--- src/hdl/smbtm_pkg.sv ---
// Package of timing constants and types for the bus link timing monitor
package smbtm_pkg;
   localparam int unsigned CLK_HZ = 10000000;
   localparam int unsigned CLK_NS = 100;
   // Clock-low timeout window, in ms
   localparam int unsigned TIMEOUT_MIN_MS = 25;
   localparam int unsigned TIMEOUT_MAX_MS = 35;
   localparam int unsigned TIMEOUT_CYC = (TIMEOUT_MIN_MS * 1000000 + CLK_NS - 1) / CLK_NS;
   // Clock-high idle limit, in us
   localparam int unsigned IDLE_US = 50;
   localparam int unsigned IDLE_CYC = (IDLE_US * 1000 + CLK_NS - 1) / CLK_NS;
   // Master clock rate, in Hz (51.2 kHz), half period rounded down
   localparam int unsigned MCLK_HZ = 51200;
   localparam int unsigned MCLK_HALF_CYC = CLK_HZ / (2 * MCLK_HZ);
   // Stretch budgets, in ms
   localparam int unsigned SLV_BUDGET_MS = 25;
   localparam int unsigned MST_BUDGET_MS = 10;
   localparam int unsigned SLV_BUDGET_CYC = SLV_BUDGET_MS * 1000000 / CLK_NS;
   localparam int unsigned MST_BUDGET_CYC = MST_BUDGET_MS * 1000000 / CLK_NS;
   // Bus-off detect and recovery, in ms
   localparam int unsigned BUSOFF_MS = 2000;
   localparam int unsigned BUSOFF_CYC = BUSOFF_MS * 10000;
   localparam int unsigned RECOVER_MS = 1;
   localparam int unsigned RECOVER_CYC = RECOVER_MS * 1000000 / CLK_NS;
   localparam int unsigned CNT_W = 25;
   typedef enum logic [1:0] {
      SMBTM_IDLE = 2'b00,
      SMBTM_ACTIVE = 2'b01,
      SMBTM_WAIT_START = 2'b10,
      SMBTM_BUS_OFF = 2'b11
   } smbtm_state_e;
endpackage

--- src/hdl/smbtm_monitor.sv ---
// Bus link timing monitor: timeouts, idle reset, master clock, stretch budgets
//
// Operation
// - Abandon transaction when clock low exceeds timeout
// - Clock high over 50 us resets transaction
// - Master mode drives clock at 51.2 kHz
// - Own slave stretching per message capped 25 ms
// - Bus-off after 2 s both low; recover
// - Master mode per bus v1.1
`timescale 1ns/1ps
`default_nettype none
module smbtm_monitor #(
   parameter int unsigned TIMEOUT_CYC = smbtm_pkg::TIMEOUT_CYC,
   parameter int unsigned SLV_BUDGET_CYC = smbtm_pkg::SLV_BUDGET_CYC,
   parameter int unsigned MST_BUDGET_CYC = smbtm_pkg::MST_BUDGET_CYC,
   parameter int unsigned BUSOFF_CYC = smbtm_pkg::BUSOFF_CYC
) (
   input wire logic clk,
   input wire logic reset,
   input wire logic bus_clock_line_i,
   input wire logic bus_data_line_i,
   input wire logic master_req,
   input wire logic stretch_req,
   output logic bus_clock_line_o,
   output logic bus_clock_line_oe,
   output logic bus_data_line_oe,
   output logic in_message,
   output logic xact_abort,
   output logic bus_off,
   output logic bus_ready,
   output logic slave_budget_over,
   output logic master_budget_over,
   output logic master_active
);
   // ---------------------------------------------------------------
   // Input synchronisers
   // ---------------------------------------------------------------
   logic scl_m, scl_s, sda_m, sda_s, sda_d;
   // Two flops per pin, third stage on data only for edge finding
   always_ff @(posedge clk or posedge reset) begin
      if (reset) begin
         scl_m <= 1'b1;
         scl_s <= 1'b1;
         sda_m <= 1'b1;
         sda_s <= 1'b1;
         sda_d <= 1'b1;
      end else begin
         scl_m <= bus_clock_line_i;
         scl_s <= scl_m;
         sda_m <= bus_data_line_i;
         sda_s <= sda_m;
         sda_d <= sda_s;
      end
   end
   logic start_ev, stop_ev;
   assign start_ev = scl_s && sda_d && !sda_s;
   assign stop_ev = scl_s && !sda_d && sda_s;

   // ---------------------------------------------------------------
   // Interval counters
   // ---------------------------------------------------------------
   logic [smbtm_pkg::CNT_W-1:0] low_cnt, high_cnt, both_low_cnt, rec_cnt;
   logic [smbtm_pkg::CNT_W-1:0] slv_cnt, mst_cnt;
   logic low_to, idle_to, both_low_to;
   assign low_to = (low_cnt >= smbtm_pkg::CNT_W'(TIMEOUT_CYC));
   assign idle_to = (high_cnt >= smbtm_pkg::CNT_W'(smbtm_pkg::IDLE_CYC));
   assign both_low_to = (both_low_cnt >= smbtm_pkg::CNT_W'(BUSOFF_CYC));

   function automatic logic [smbtm_pkg::CNT_W-1:0] sat_inc(
      input logic [smbtm_pkg::CNT_W-1:0] v);
      sat_inc = (&v) ? v : v + smbtm_pkg::CNT_W'(1);
   endfunction

   // Clock low and high run lengths
   always_ff @(posedge clk or posedge reset) begin
      if (reset) begin
         low_cnt <= '0;
         high_cnt <= '0;
         both_low_cnt <= '0;
      end else begin
         low_cnt <= scl_s ? '0 : sat_inc(low_cnt);
         // A start restarts the high count, so idle time before it is not held against it
         high_cnt <= (scl_s && !start_ev) ? sat_inc(high_cnt) : '0;
         both_low_cnt <= (scl_s || sda_s) ? '0 : sat_inc(both_low_cnt);
      end
   end

   // ---------------------------------------------------------------
   // Transaction state
   // ---------------------------------------------------------------
   smbtm_pkg::smbtm_state_e state;
   always_ff @(posedge clk or posedge reset) begin
      if (reset) begin
         state <= smbtm_pkg::SMBTM_IDLE;
      end else begin
         case (state)
            smbtm_pkg::SMBTM_IDLE: begin
               if (both_low_to) state <= smbtm_pkg::SMBTM_BUS_OFF;
               else if (start_ev) state <= smbtm_pkg::SMBTM_ACTIVE;
            end
            smbtm_pkg::SMBTM_ACTIVE: begin
               if (both_low_to) state <= smbtm_pkg::SMBTM_BUS_OFF;
               else if (low_to || idle_to) state <= smbtm_pkg::SMBTM_WAIT_START;
               else if (stop_ev) state <= smbtm_pkg::SMBTM_IDLE;
            end
            smbtm_pkg::SMBTM_WAIT_START: begin
               if (both_low_to) state <= smbtm_pkg::SMBTM_BUS_OFF;
               else if (start_ev) state <= smbtm_pkg::SMBTM_ACTIVE;
            end
            smbtm_pkg::SMBTM_BUS_OFF: begin
               if (scl_s || sda_s) state <= smbtm_pkg::SMBTM_IDLE;
            end
            default: state <= smbtm_pkg::SMBTM_IDLE;
         endcase
      end
   end

   // Abort pulse, message flag and bus-off flag
   always_ff @(posedge clk or posedge reset) begin
      if (reset) begin
         xact_abort <= 1'b0;
         in_message <= 1'b0;
         bus_off <= 1'b0;
      end else begin
         xact_abort <= (state == smbtm_pkg::SMBTM_ACTIVE) && (low_to || idle_to);
         in_message <= (state == smbtm_pkg::SMBTM_ACTIVE);
         bus_off <= (state == smbtm_pkg::SMBTM_BUS_OFF);
      end
   end

   // Recovery count: ready within 1 ms of leaving bus-off
   always_ff @(posedge clk or posedge reset) begin
      if (reset) begin
         rec_cnt <= '0;
         bus_ready <= 1'b1;
      end else if (state == smbtm_pkg::SMBTM_BUS_OFF) begin
         rec_cnt <= '0;
         bus_ready <= 1'b0;
      end else if (!bus_ready) begin
         rec_cnt <= sat_inc(rec_cnt);
         bus_ready <= (rec_cnt >= smbtm_pkg::CNT_W'(smbtm_pkg::RECOVER_CYC - 1));
      end
   end

   // ---------------------------------------------------------------
   // Master clock generator
   // ---------------------------------------------------------------
   logic [7:0] div_cnt;
   logic mclk_low;
   logic mst_go;
   assign mst_go = master_req && bus_ready && (state != smbtm_pkg::SMBTM_WAIT_START)
                   && (state != smbtm_pkg::SMBTM_BUS_OFF);
   // Half-period divider; held at zero while a slave holds the clock low
   always_ff @(posedge clk or posedge reset) begin
      if (reset) begin
         div_cnt <= '0;
         mclk_low <= 1'b0;
         master_active <= 1'b0;
      end else begin
         master_active <= mst_go;
         if (!mst_go) begin
            div_cnt <= '0;
            mclk_low <= 1'b0;
         end else if (!mclk_low && !scl_s) begin
            div_cnt <= '0; // stretched by slave: wait for release
         end else if (div_cnt == 8'(smbtm_pkg::MCLK_HALF_CYC - 1)) begin
            div_cnt <= '0;
            mclk_low <= !mclk_low;
         end else begin
            div_cnt <= div_cnt + 8'h01;
         end
      end
   end

   // ---------------------------------------------------------------
   // Stretch budgets per message
   // ---------------------------------------------------------------
   logic own_stretch;
   assign own_stretch = stretch_req && in_message && !master_active &&
                        (slv_cnt < smbtm_pkg::CNT_W'(SLV_BUDGET_CYC));
   always_ff @(posedge clk or posedge reset) begin
      if (reset) begin
         slv_cnt <= '0;
         mst_cnt <= '0;
         slave_budget_over <= 1'b0;
         master_budget_over <= 1'b0;
      end else if (state != smbtm_pkg::SMBTM_ACTIVE) begin
         slv_cnt <= '0;
         mst_cnt <= '0;
         slave_budget_over <= 1'b0;
         master_budget_over <= 1'b0;
      end else begin
         if (bus_clock_line_oe && !mclk_low) slv_cnt <= sat_inc(slv_cnt);
         // Extension by outside master: clock low beyond a nominal low phase
         if (!master_active && !scl_s && !bus_clock_line_oe &&
             low_cnt > smbtm_pkg::CNT_W'(smbtm_pkg::MCLK_HALF_CYC))
            mst_cnt <= sat_inc(mst_cnt);
         slave_budget_over <= (slv_cnt >= smbtm_pkg::CNT_W'(SLV_BUDGET_CYC));
         master_budget_over <= (mst_cnt >= smbtm_pkg::CNT_W'(MST_BUDGET_CYC));
      end
   end

   // Pin drive: released whenever a transaction is dropped
   always_ff @(posedge clk or posedge reset) begin
      if (reset) begin
         bus_clock_line_o <= 1'b0;
         bus_clock_line_oe <= 1'b0;
         bus_data_line_oe <= 1'b0;
      end else begin
         bus_clock_line_o <= 1'b0;
         // Own stretch starts only once the clock is already low, never cutting a high phase
         bus_clock_line_oe <= (master_active && mclk_low) ||
                              (own_stretch && (bus_clock_line_oe || !scl_s));
         bus_data_line_oe <= 1'b0;
      end
   end

   // ---------------------------------------------------------------
   // Checks
   // ---------------------------------------------------------------
   abort_timeout_a: assert property (@(posedge clk) disable iff (reset)
      (state == smbtm_pkg::SMBTM_ACTIVE && low_to) |=> xact_abort)
      else $error("clock low timeout did not abort");
   idle_reset_a: assert property (@(posedge clk) disable iff (reset)
      (state == smbtm_pkg::SMBTM_ACTIVE && idle_to && !both_low_to) |=>
      state == smbtm_pkg::SMBTM_WAIT_START)
      else $error("idle clock did not reset transaction");
   master_half_a: assert property (@(posedge clk) disable iff (reset)
      (mst_go && $rose(mclk_low)) |-> $past(div_cnt) == 8'(smbtm_pkg::MCLK_HALF_CYC - 1))
      else $error("master clock half period wrong");
   slave_budget_a: assert property (@(posedge clk) disable iff (reset)
      (slv_cnt >= smbtm_pkg::CNT_W'(SLV_BUDGET_CYC) && !master_active) |=>
      !bus_clock_line_oe)
      else $error("slave stretch beyond budget");
   bus_off_a: assert property (@(posedge clk) disable iff (reset)
      (both_low_to && !scl_s && !sda_s) |=> ##1 bus_off)
      else $error("bus-off not entered");
   release_lines_a: assert property (@(posedge clk) disable iff (reset)
      (state == smbtm_pkg::SMBTM_WAIT_START) [*3] |->
      !bus_clock_line_oe && !bus_data_line_oe && !master_active)
      else $error("lines held while waiting for start");
   cover_msg_c: cover property (@(posedge clk) disable iff (reset) $rose(in_message));
   cover_abort_c: cover property (@(posedge clk) disable iff (reset) xact_abort);
   cover_master_c: cover property (@(posedge clk) disable iff (reset) $rose(mclk_low));
endmodule // smbtm_monitor
`default_nettype wire

--- config.mk ---
export PLATFORM = sky130hd
export DESIGN_NAME = smbtm_monitor
export DESIGN_NICKNAME = d
export VERILOG_FILES = /design/src/hdl/smbtm_pkg.sv /design/src/hdl/smbtm_monitor.sv
export SDC_FILE = /design/constraint.sdc
export NUM_CORES = 1
export LEC_CHECK = 0
export BUFFER_PORTS_ARGS = -buffer_cell sky130_fd_sc_hd__buf_2
export CORE_UTILIZATION = 45
export CTS_CLUSTER_DIAMETER = 200
export DETAILED_ROUTE_END_ITERATION = 7
export SLEW_MARGIN = 10
export SYNTH_ARGS = -nofsm -noshare
export SYNTH_HDL_FRONTEND = slang
export SYNTH_SLANG_ARGS = --single-unit
--- constraint.sdc ---
create_clock -name clk -period 10.9 [get_ports clk]
set_input_delay 0.545 -clock clk [delete_from_list [all_inputs] [get_ports clk]]
set_output_delay 0.545 -clock clk [all_outputs]
set_load 0.02 [all_outputs]
==> impl_results.md, run 1 <==
* Internal power at 1.09 mW
* DRC viols at 0
* GRT Util Overall at 18.5%
* Final WS setup at 8.22 ns
* CTS resizes at 0
* Worst-Margin Slew at 1.10 ns
* Setup TNS at 0 ns
* Async set or reset register ratio after synthesis at 100%
* Sw frac at 22.0%
* Drt total wl at 17.8 mm
* Vias per std cell at 5.38
* Clock Power Share at 48.7%
* Worst Setup End Kind: flop
* Placed cell area at 9390 sq um
* P_leak at 4.12 nW
* Final global-route overflow total at 0
* Main synth FF type: dfrtp_1
* Placed cells at 1239
* Vias in the first global route at 6598
* Total die area at 20900 sq um
* Count of final hold-check violations at 0
* Average cell area after synthesis at 9.24 sq um
* Core area at 19700 sq um
* Largest net degree at the start of global routing at 64
* Critical path class: reg -> reg
* Post CTS Setup Buffer Count at 0
* Layout Skew at 0.00911 ns
* M1 GR Usage at 25.3%
* Peak VDD IR at 0.108 mV
* Gate Count Post-Synth at 988
* Total CTS buffers at 17
* Antenna cells at 0
* Register area share after synthesis at 47.8%
* Hold buffers post-CTS at 0
* Net switching power at 0.307 mW
* Final Critical Period at 2.68 ns
* Clk sinks at 174
* Required @ worst endpoint at 11.20 ns
* Most frequent CP cell: nor2_1
* Met2 global-route usage at 29.8%
* H-tree depth at 4
* Post-synth cell types at 69
* Post-DRT Antenna Nets at 0
* Combinational fraction of design power at 4.1%
* Post-synth EDFFs at 0
* Layout fillers at 1909
* I/O pin count at 16
* Area growth syn-to-layout at 9.97%
* Period utilisation layout at 24.6%
* Initial antenna violation count at 0
* Sequential power share at 47.1%
* Iter 0 DRT Violations at 321
* Crit-path cells: buf_4 > or2_2 > o311ai_0 > nor2_1 > xnor2_1 > nor2_1
* Worst skew pair latency at 0.43 ns
* Status: complete, no violations
* Fmax at 374 MHz
* Drt first pass iters at 5
* # port buffers at 13
* RD Place Congestion at 0.795
* Synthesized flop and latch total at 174
* Startpoint Class: flop
* CTS root buf: clkbuf_16
* Final max-slew violation count at 0
* Netlist Area Pre-Place at 9130 sq um
* Busiest grt layer: met2
* Finished Core Util at 51.1%
* Die width at 144 microns
* Crit-path leading delay family: compound AO/OA/AOI/OAI gates
* Slowest-stage cell, CP: o311ai_0
* Ratio of total power to cell area at 139 nW/um^2
* Starting density of the core at 46.5%
* First-pass GRT wire length at 31.0 mm
* DR WL/cell at 14.0 microns
* Fin area at 10000 sq um
* CP Max Fanout at 37
* CP max stage delay at 1.01 ns
* Via count at 6838
* Final net count at 1013
* Hold Slack at 0.172 ns
* WP buf/inv at 1
* Rel. slew slack at 25.8%
* GR met3 Demand/Resource at 3.77%
* Post-DP HPWL at 11.6 mm
* Maxcap violations at 0
* RSZ-0062 raised after global routing: no
* Final setup viols at 0
* Worst hold path class: in -> async
* Power, Total at 1.39 mW
* Share of cells above drive strength 1 at 6.86%
* Row count at 51
* Synth warnings at 0
* Clk buf depth at 2
* TritonCTS clock tree: yes
* CTS clk-pin slew, worst paths at 0.07 ns
* Layout Cells excl Fill at 1271
* Die Y at 144 microns
* Critical path arrival at 2.97 ns
* Post-Place Worst Slack at 8.26 ns
## power groups by stage
stage	Combinational, mW	Sequential [mW]	Clock (mW)
after global placement	0.0596	0.669	0
after global routing	0.0660	0.658	0.719
after CTS	0.0596	0.657	0.697
final	0.0576	0.657	0.680
after floorplan	0.0444	0.670	0
after detailed placement	0.0597	0.669	0
## worst register-to-register path, delay by kind of cell, from the launching register on
family | cells | cell delay (ns)
xor gates and xnor gates | 1 | 0.18
AOI/OAI and AO/OA | 1 | 1.02
and+or+nand+nor | 3 | 0.75
buffers and inverters | 1 | 0.24
DFF | 1 | 0.36
## sequential cells by signal (all words and copies together), names as in the netlist, 2 cells and up
name / cells
both_low_cnt: 25
high_cnt: 25
low_cnt: 25
mst_cnt: 25
rec_cnt: 25
slv_cnt: 25
div_cnt: 8
state: 2
## per-layer routing
metal,share of wire [%],vias up
met5,0,-
met4,0.93,0
met3,2.6,14
met2,46,64
met1,51,3303
li1,-,3457
## cell type report
type | instances | area [sq um] | area share [%]
clock buffer | 22 | 474 | 4.72
timing repair buffer | 17 | 95.1 | 0.947
multi-input combinational | 747 | 4460 | 44.4
clock inverter | 10 | 184 | 1.83
sequential | 174 | 4360 | 43.4
tap | 265 | 332 | 3.30
inverter | 36 | 140 | 1.40
## layout by cell type (no fill, tap or decap), types with 7 or more instances in the layout
| master | count |
|---|---|
| and3_1 | 26 |
| nand3_1 | 61 |
| and4_1 | 16 |
| dfrtp_1 | 168 |
| buf_2 | 13 |
| clkbuf_16 | 17 |
| xor2_1 | 68 |
| xnor2_1 | 54 |
| and2_1 | 7 |
| ha_1 | 14 |
| nor3_1 | 30 |
| nor3b_1 | 7 |
| nor4_1 | 33 |
| nand4_1 | 43 |
| a21oi_1 | 31 |
| or3_1 | 18 |
| o21ai_0 | 21 |
| nand2_1 | 72 |
| a31oi_1 | 7 |
| nor2_1 | 174 |
| inv_1 | 34 |
## cells by family (layout without fill, tap and decap cells)
| family | Yosys count | after routing | share of synthesized area, % |
|---|---|---|---|
| buffers and inverters | 68 | 85 | 3.48 |
| adder cells (fa/ha/maj) | 14 | 14 | 1.92 |
| XOR/XNOR | 122 | 122 | 11.7 |
| multiplexers | 1 | 1 | 0.110 |
| AO/OA/AOI/OAI | 93 | 93 | 6.47 |
| other | 1 | 2 | 0.0411 |
| AND/OR/NAND/NOR | 515 | 515 | 28.5 |
| flip-flops | 174 | 174 | 47.8 |
## synth_stat cells, types with 3 or more instances
cell type	instances	share of area, %
a21oi_1	31	1.7
a31oi_1	7	0.48
and2_1	7	0.48
and3_1	26	1.8
and4_1	16	1.5
buf_6	3	0.37
clkbuf_1	22	0.90
dfrtp_1	168	46
dfstp_2	6	1.7
ha_1	14	1.9
inv_1	35	1.4
nand2_1	72	3.0
nand3_1	61	3.3
nand4_1	43	2.9
nor2_1	174	7.2
nor3_1	30	1.6
nor3b_1	7	0.58
nor4_1	33	2.3
nor4b_1	3	0.29
o211ai_1	6	0.49
o21a_1	3	0.25
o21ai_0	21	1.2
o31ai_1	4	0.33
or3_1	18	1.2
or4_1	5	0.41
xnor2_1	54	5.2
xor2_1	68	6.5
## path summary, 6_finish.rpt
check / start / end / slack [ns] / depth (start not counted)
setup / recovery: scl_s / both_low_cnt[16] / 8.22 / 6
min in group clk: bus_clock_line_i / scl_m / 0.21 / 1
setup reg to reg: scl_s / both_low_cnt[16] / 8.22 / 6
hold reg to reg: scl_m / scl_s / 0.36 / 0
max in group asynchronous: reset / slv_cnt[20] / 9.54 / 3
hold / removal: reset / high_cnt[0] / 0.17 / 2
(Power assumes the default switching activity.)
==> run 2, diff against run 1 <==
Clock period 10.9 ns to 2.5 ns, I/O delays scaled along.
==> impl_results.md, run 2 (synthesis gave the netlist of run 1 again) <==
* Status: complete, no violations (unchanged)
* Leading cell type in the layout, fill and taps excluded: nor2_1 (unchanged)
* GRT Util Overall at 19.1% (was 18.5%)
* Drt total wl at 18.4 mm (was 17.8 mm)
* Total CTS buffers at 17 (unchanged)
* Finished Core Util at 52.7% (was 51.1%)
* Worst-Margin Slew at 0.868 ns (was 1.10 ns)
* Required @ worst endpoint at 2.82 ns (was 11.20 ns)
* Area growth syn-to-layout at 13.3% (was 9.97%)
* RD Place Congestion at 0.821 (was 0.795)
* Ratio of total power to cell area at 595 nW/um^2 (was 139 nW/um^2)
* Post-DRT Antenna Nets at 0 (unchanged)
* Worst hold path class: in -> reg (was in -> async)
* Crit-path leading delay family: simple AND/OR/NAND/NOR gates (was compound AO/OA/AOI/OAI gates)
* Vias in the first global route at 6832 (was 6598)
* Critical path arrival at 2.62 ns (was 2.97 ns)
* Layout fillers at 1829 (was 1909)
* Placed cell area at 9640 sq um (was 9390 sq um)
* Drt first pass iters at 5 (unchanged)
* Worst skew pair latency at 0.43 ns (about the same)
* Antenna cells at 0 (unchanged)
* I/O pin count at 16 (unchanged)
* TritonCTS clock tree: yes (unchanged)
* Peak VDD IR at 0.422 mV (was 0.108 mV)
* Post-Place Worst Slack at 0.248 ns (was 8.26 ns)
* P_leak at 4.30 nW (was 4.12 nW)
* CTS clk-pin slew, worst paths at 0.07 ns (about the same)
* Final max-slew violation count at 0 (unchanged)
* Row count at 51 (unchanged)
* Final WS setup at 0.201 ns (was 8.22 ns)
* Starting density of the core at 46.5% (unchanged)
* CP max stage delay at 0.46 ns (was 1.01 ns)
* Final global-route overflow total at 0 (unchanged)
* Setup TNS at 0 ns (unchanged)
* Count of final hold-check violations at 0 (unchanged)
* Rel. slew slack at 42.0% (was 25.8%)
* First-pass GRT wire length at 31.9 mm (was 31.0 mm)
* Final net count at 1047 (was 1013)
* Total die area at 20900 sq um (unchanged)
* Post-DP HPWL at 12.5 mm (was 11.6 mm)
* Slowest-stage cell, CP: or4_4 (was o311ai_0)
* Layout Skew at 0.0136 ns (was 0.00911 ns)
* Share of cells above drive strength 1 at 9.71% (was 6.86%)
* Final Critical Period at 2.30 ns (was 2.68 ns)
* Maxcap violations at 0 (unchanged)
* Clk sinks at 174 (unchanged)
* Crit-path cells: ha_1 > nand4_1 > or4_4 > o41a_1 > buf_4 > and3_1 > xnor2_1 > nor2_1 (was buf_4 > or2_2 > o311ai_0 > nor2_1 > xnor2_1 > nor2_1)
* Largest net degree at the start of global routing at 53 (was 64)
* Via count at 7048 (was 6838)
* DR WL/cell at 14.1 microns (was 14.0 microns)
* Worst Setup End Kind: flop (unchanged)
* CTS root buf: clkbuf_16 (unchanged)
* Clk buf depth at 2 (unchanged)
* Worst Setup SP: mst_cnt[1] (was scl_s)
* R2R Path Start: mst_cnt[1] (was scl_s)
* CP Max Fanout at 8 (was 37)
* RSZ-0062 raised after global routing: no (unchanged)
* DRC viols at 0 (unchanged)
* Fin area at 10400 sq um (was 10000 sq um)
* Critical path class: reg -> reg (unchanged)
* Initial antenna violation count at 0 (unchanged)
* Core area at 19700 sq um (unchanged)
* Die Y at 144 microns (unchanged)
* Vias per std cell at 5.40 (was 5.38)
* Die width at 144 microns (unchanged)
* Post CTS Setup Buffer Count at 0 (unchanged)
* Hold Path Origin: master_req
* H-tree depth at 4 (unchanged)
* Startpoint Class: flop (unchanged)
* Period utilisation layout at 92.0% (was 24.6%)
* Fmax at 435 MHz (was 374 MHz)
* WP buf/inv at 1 (unchanged)
* # port buffers at 13 (unchanged)
* Final setup viols at 0 (unchanged)
* Iter 0 DRT Violations at 367 (was 321)
* Most frequent cells in the layout: nor2_1, dfrtp_1, nand2_1 (unchanged)
[run 2: worst paths after layout]
check                                endpoint  slack [ns]  depth (start not counted)
worst min-delay path            master_active        0.07                          2
worst max-delay path              mst_cnt[16]        0.20                          8
min in group asynchronous         slv_cnt[16]        0.36                          3
worst min register to register          sda_s        0.36                          0
max in group asynchronous           bus_ready        1.34                          4
worst max register to register    mst_cnt[16]        0.20                          8
[run 2: cell type report]
type / instances / area [sq um] / share of cell area [%]
multi-input combinational: 747 / 4460 / 43.1
sequential: 174 / 4360 / 42.1
clock buffer: 22 / 494 / 4.77
timing repair buffer: 51 / 385 / 3.72
tap: 265 / 332 / 3.20
clock inverter: 10 / 181 / 1.75
inverter: 36 / 139 / 1.34
[run 2: metal layers]
layer	global-route usage [%]	routed length, microns	up-vias
li1	-	-	3522
met1	25.3	8950	3406
met2	31.3	8730	101
met3	3.48	515	19
met4	6.48	240	0
met5	0	0	-
[run 2: report_power, final]
group / switching, mW / internal (mW)
Clock: 1.10 / 1.91
Sequential: 0.0250 / 2.84
Combinational: 0.212 / 0.0769
Total: 1.33 / 4.82
[run 2: metrics by stage]
stage | power, mW | std cells | hold WS [ns]
floorplan | 3.11 | 989 | 0.129
global placement | 3.21 | 1269 | 0.232
detailed placement | 3.22 | 1269 | 0.237
CTS | 6.24 | 1305 | 0.0608
global route | 6.40 | 1305 | 0.0690
finish | 6.16 | 1305 | 0.0741
[run 2: worst register-to-register path: stages (launching register included)]
cell and delay [ns]:
dfrtp_1 0.40, ha_1 0.22, nand4_1 0.17, or4_4 0.46, o41a_1 0.41, buf_4 0.18
and3_1 0.17, xnor2_1 0.13, nor2_1 0.06
[run 2: what timing repair did]
item,4_1_cts,5_1_grt
resized for setup,0,0
hold buffers,4,0
hold endpoints to repair,27,0
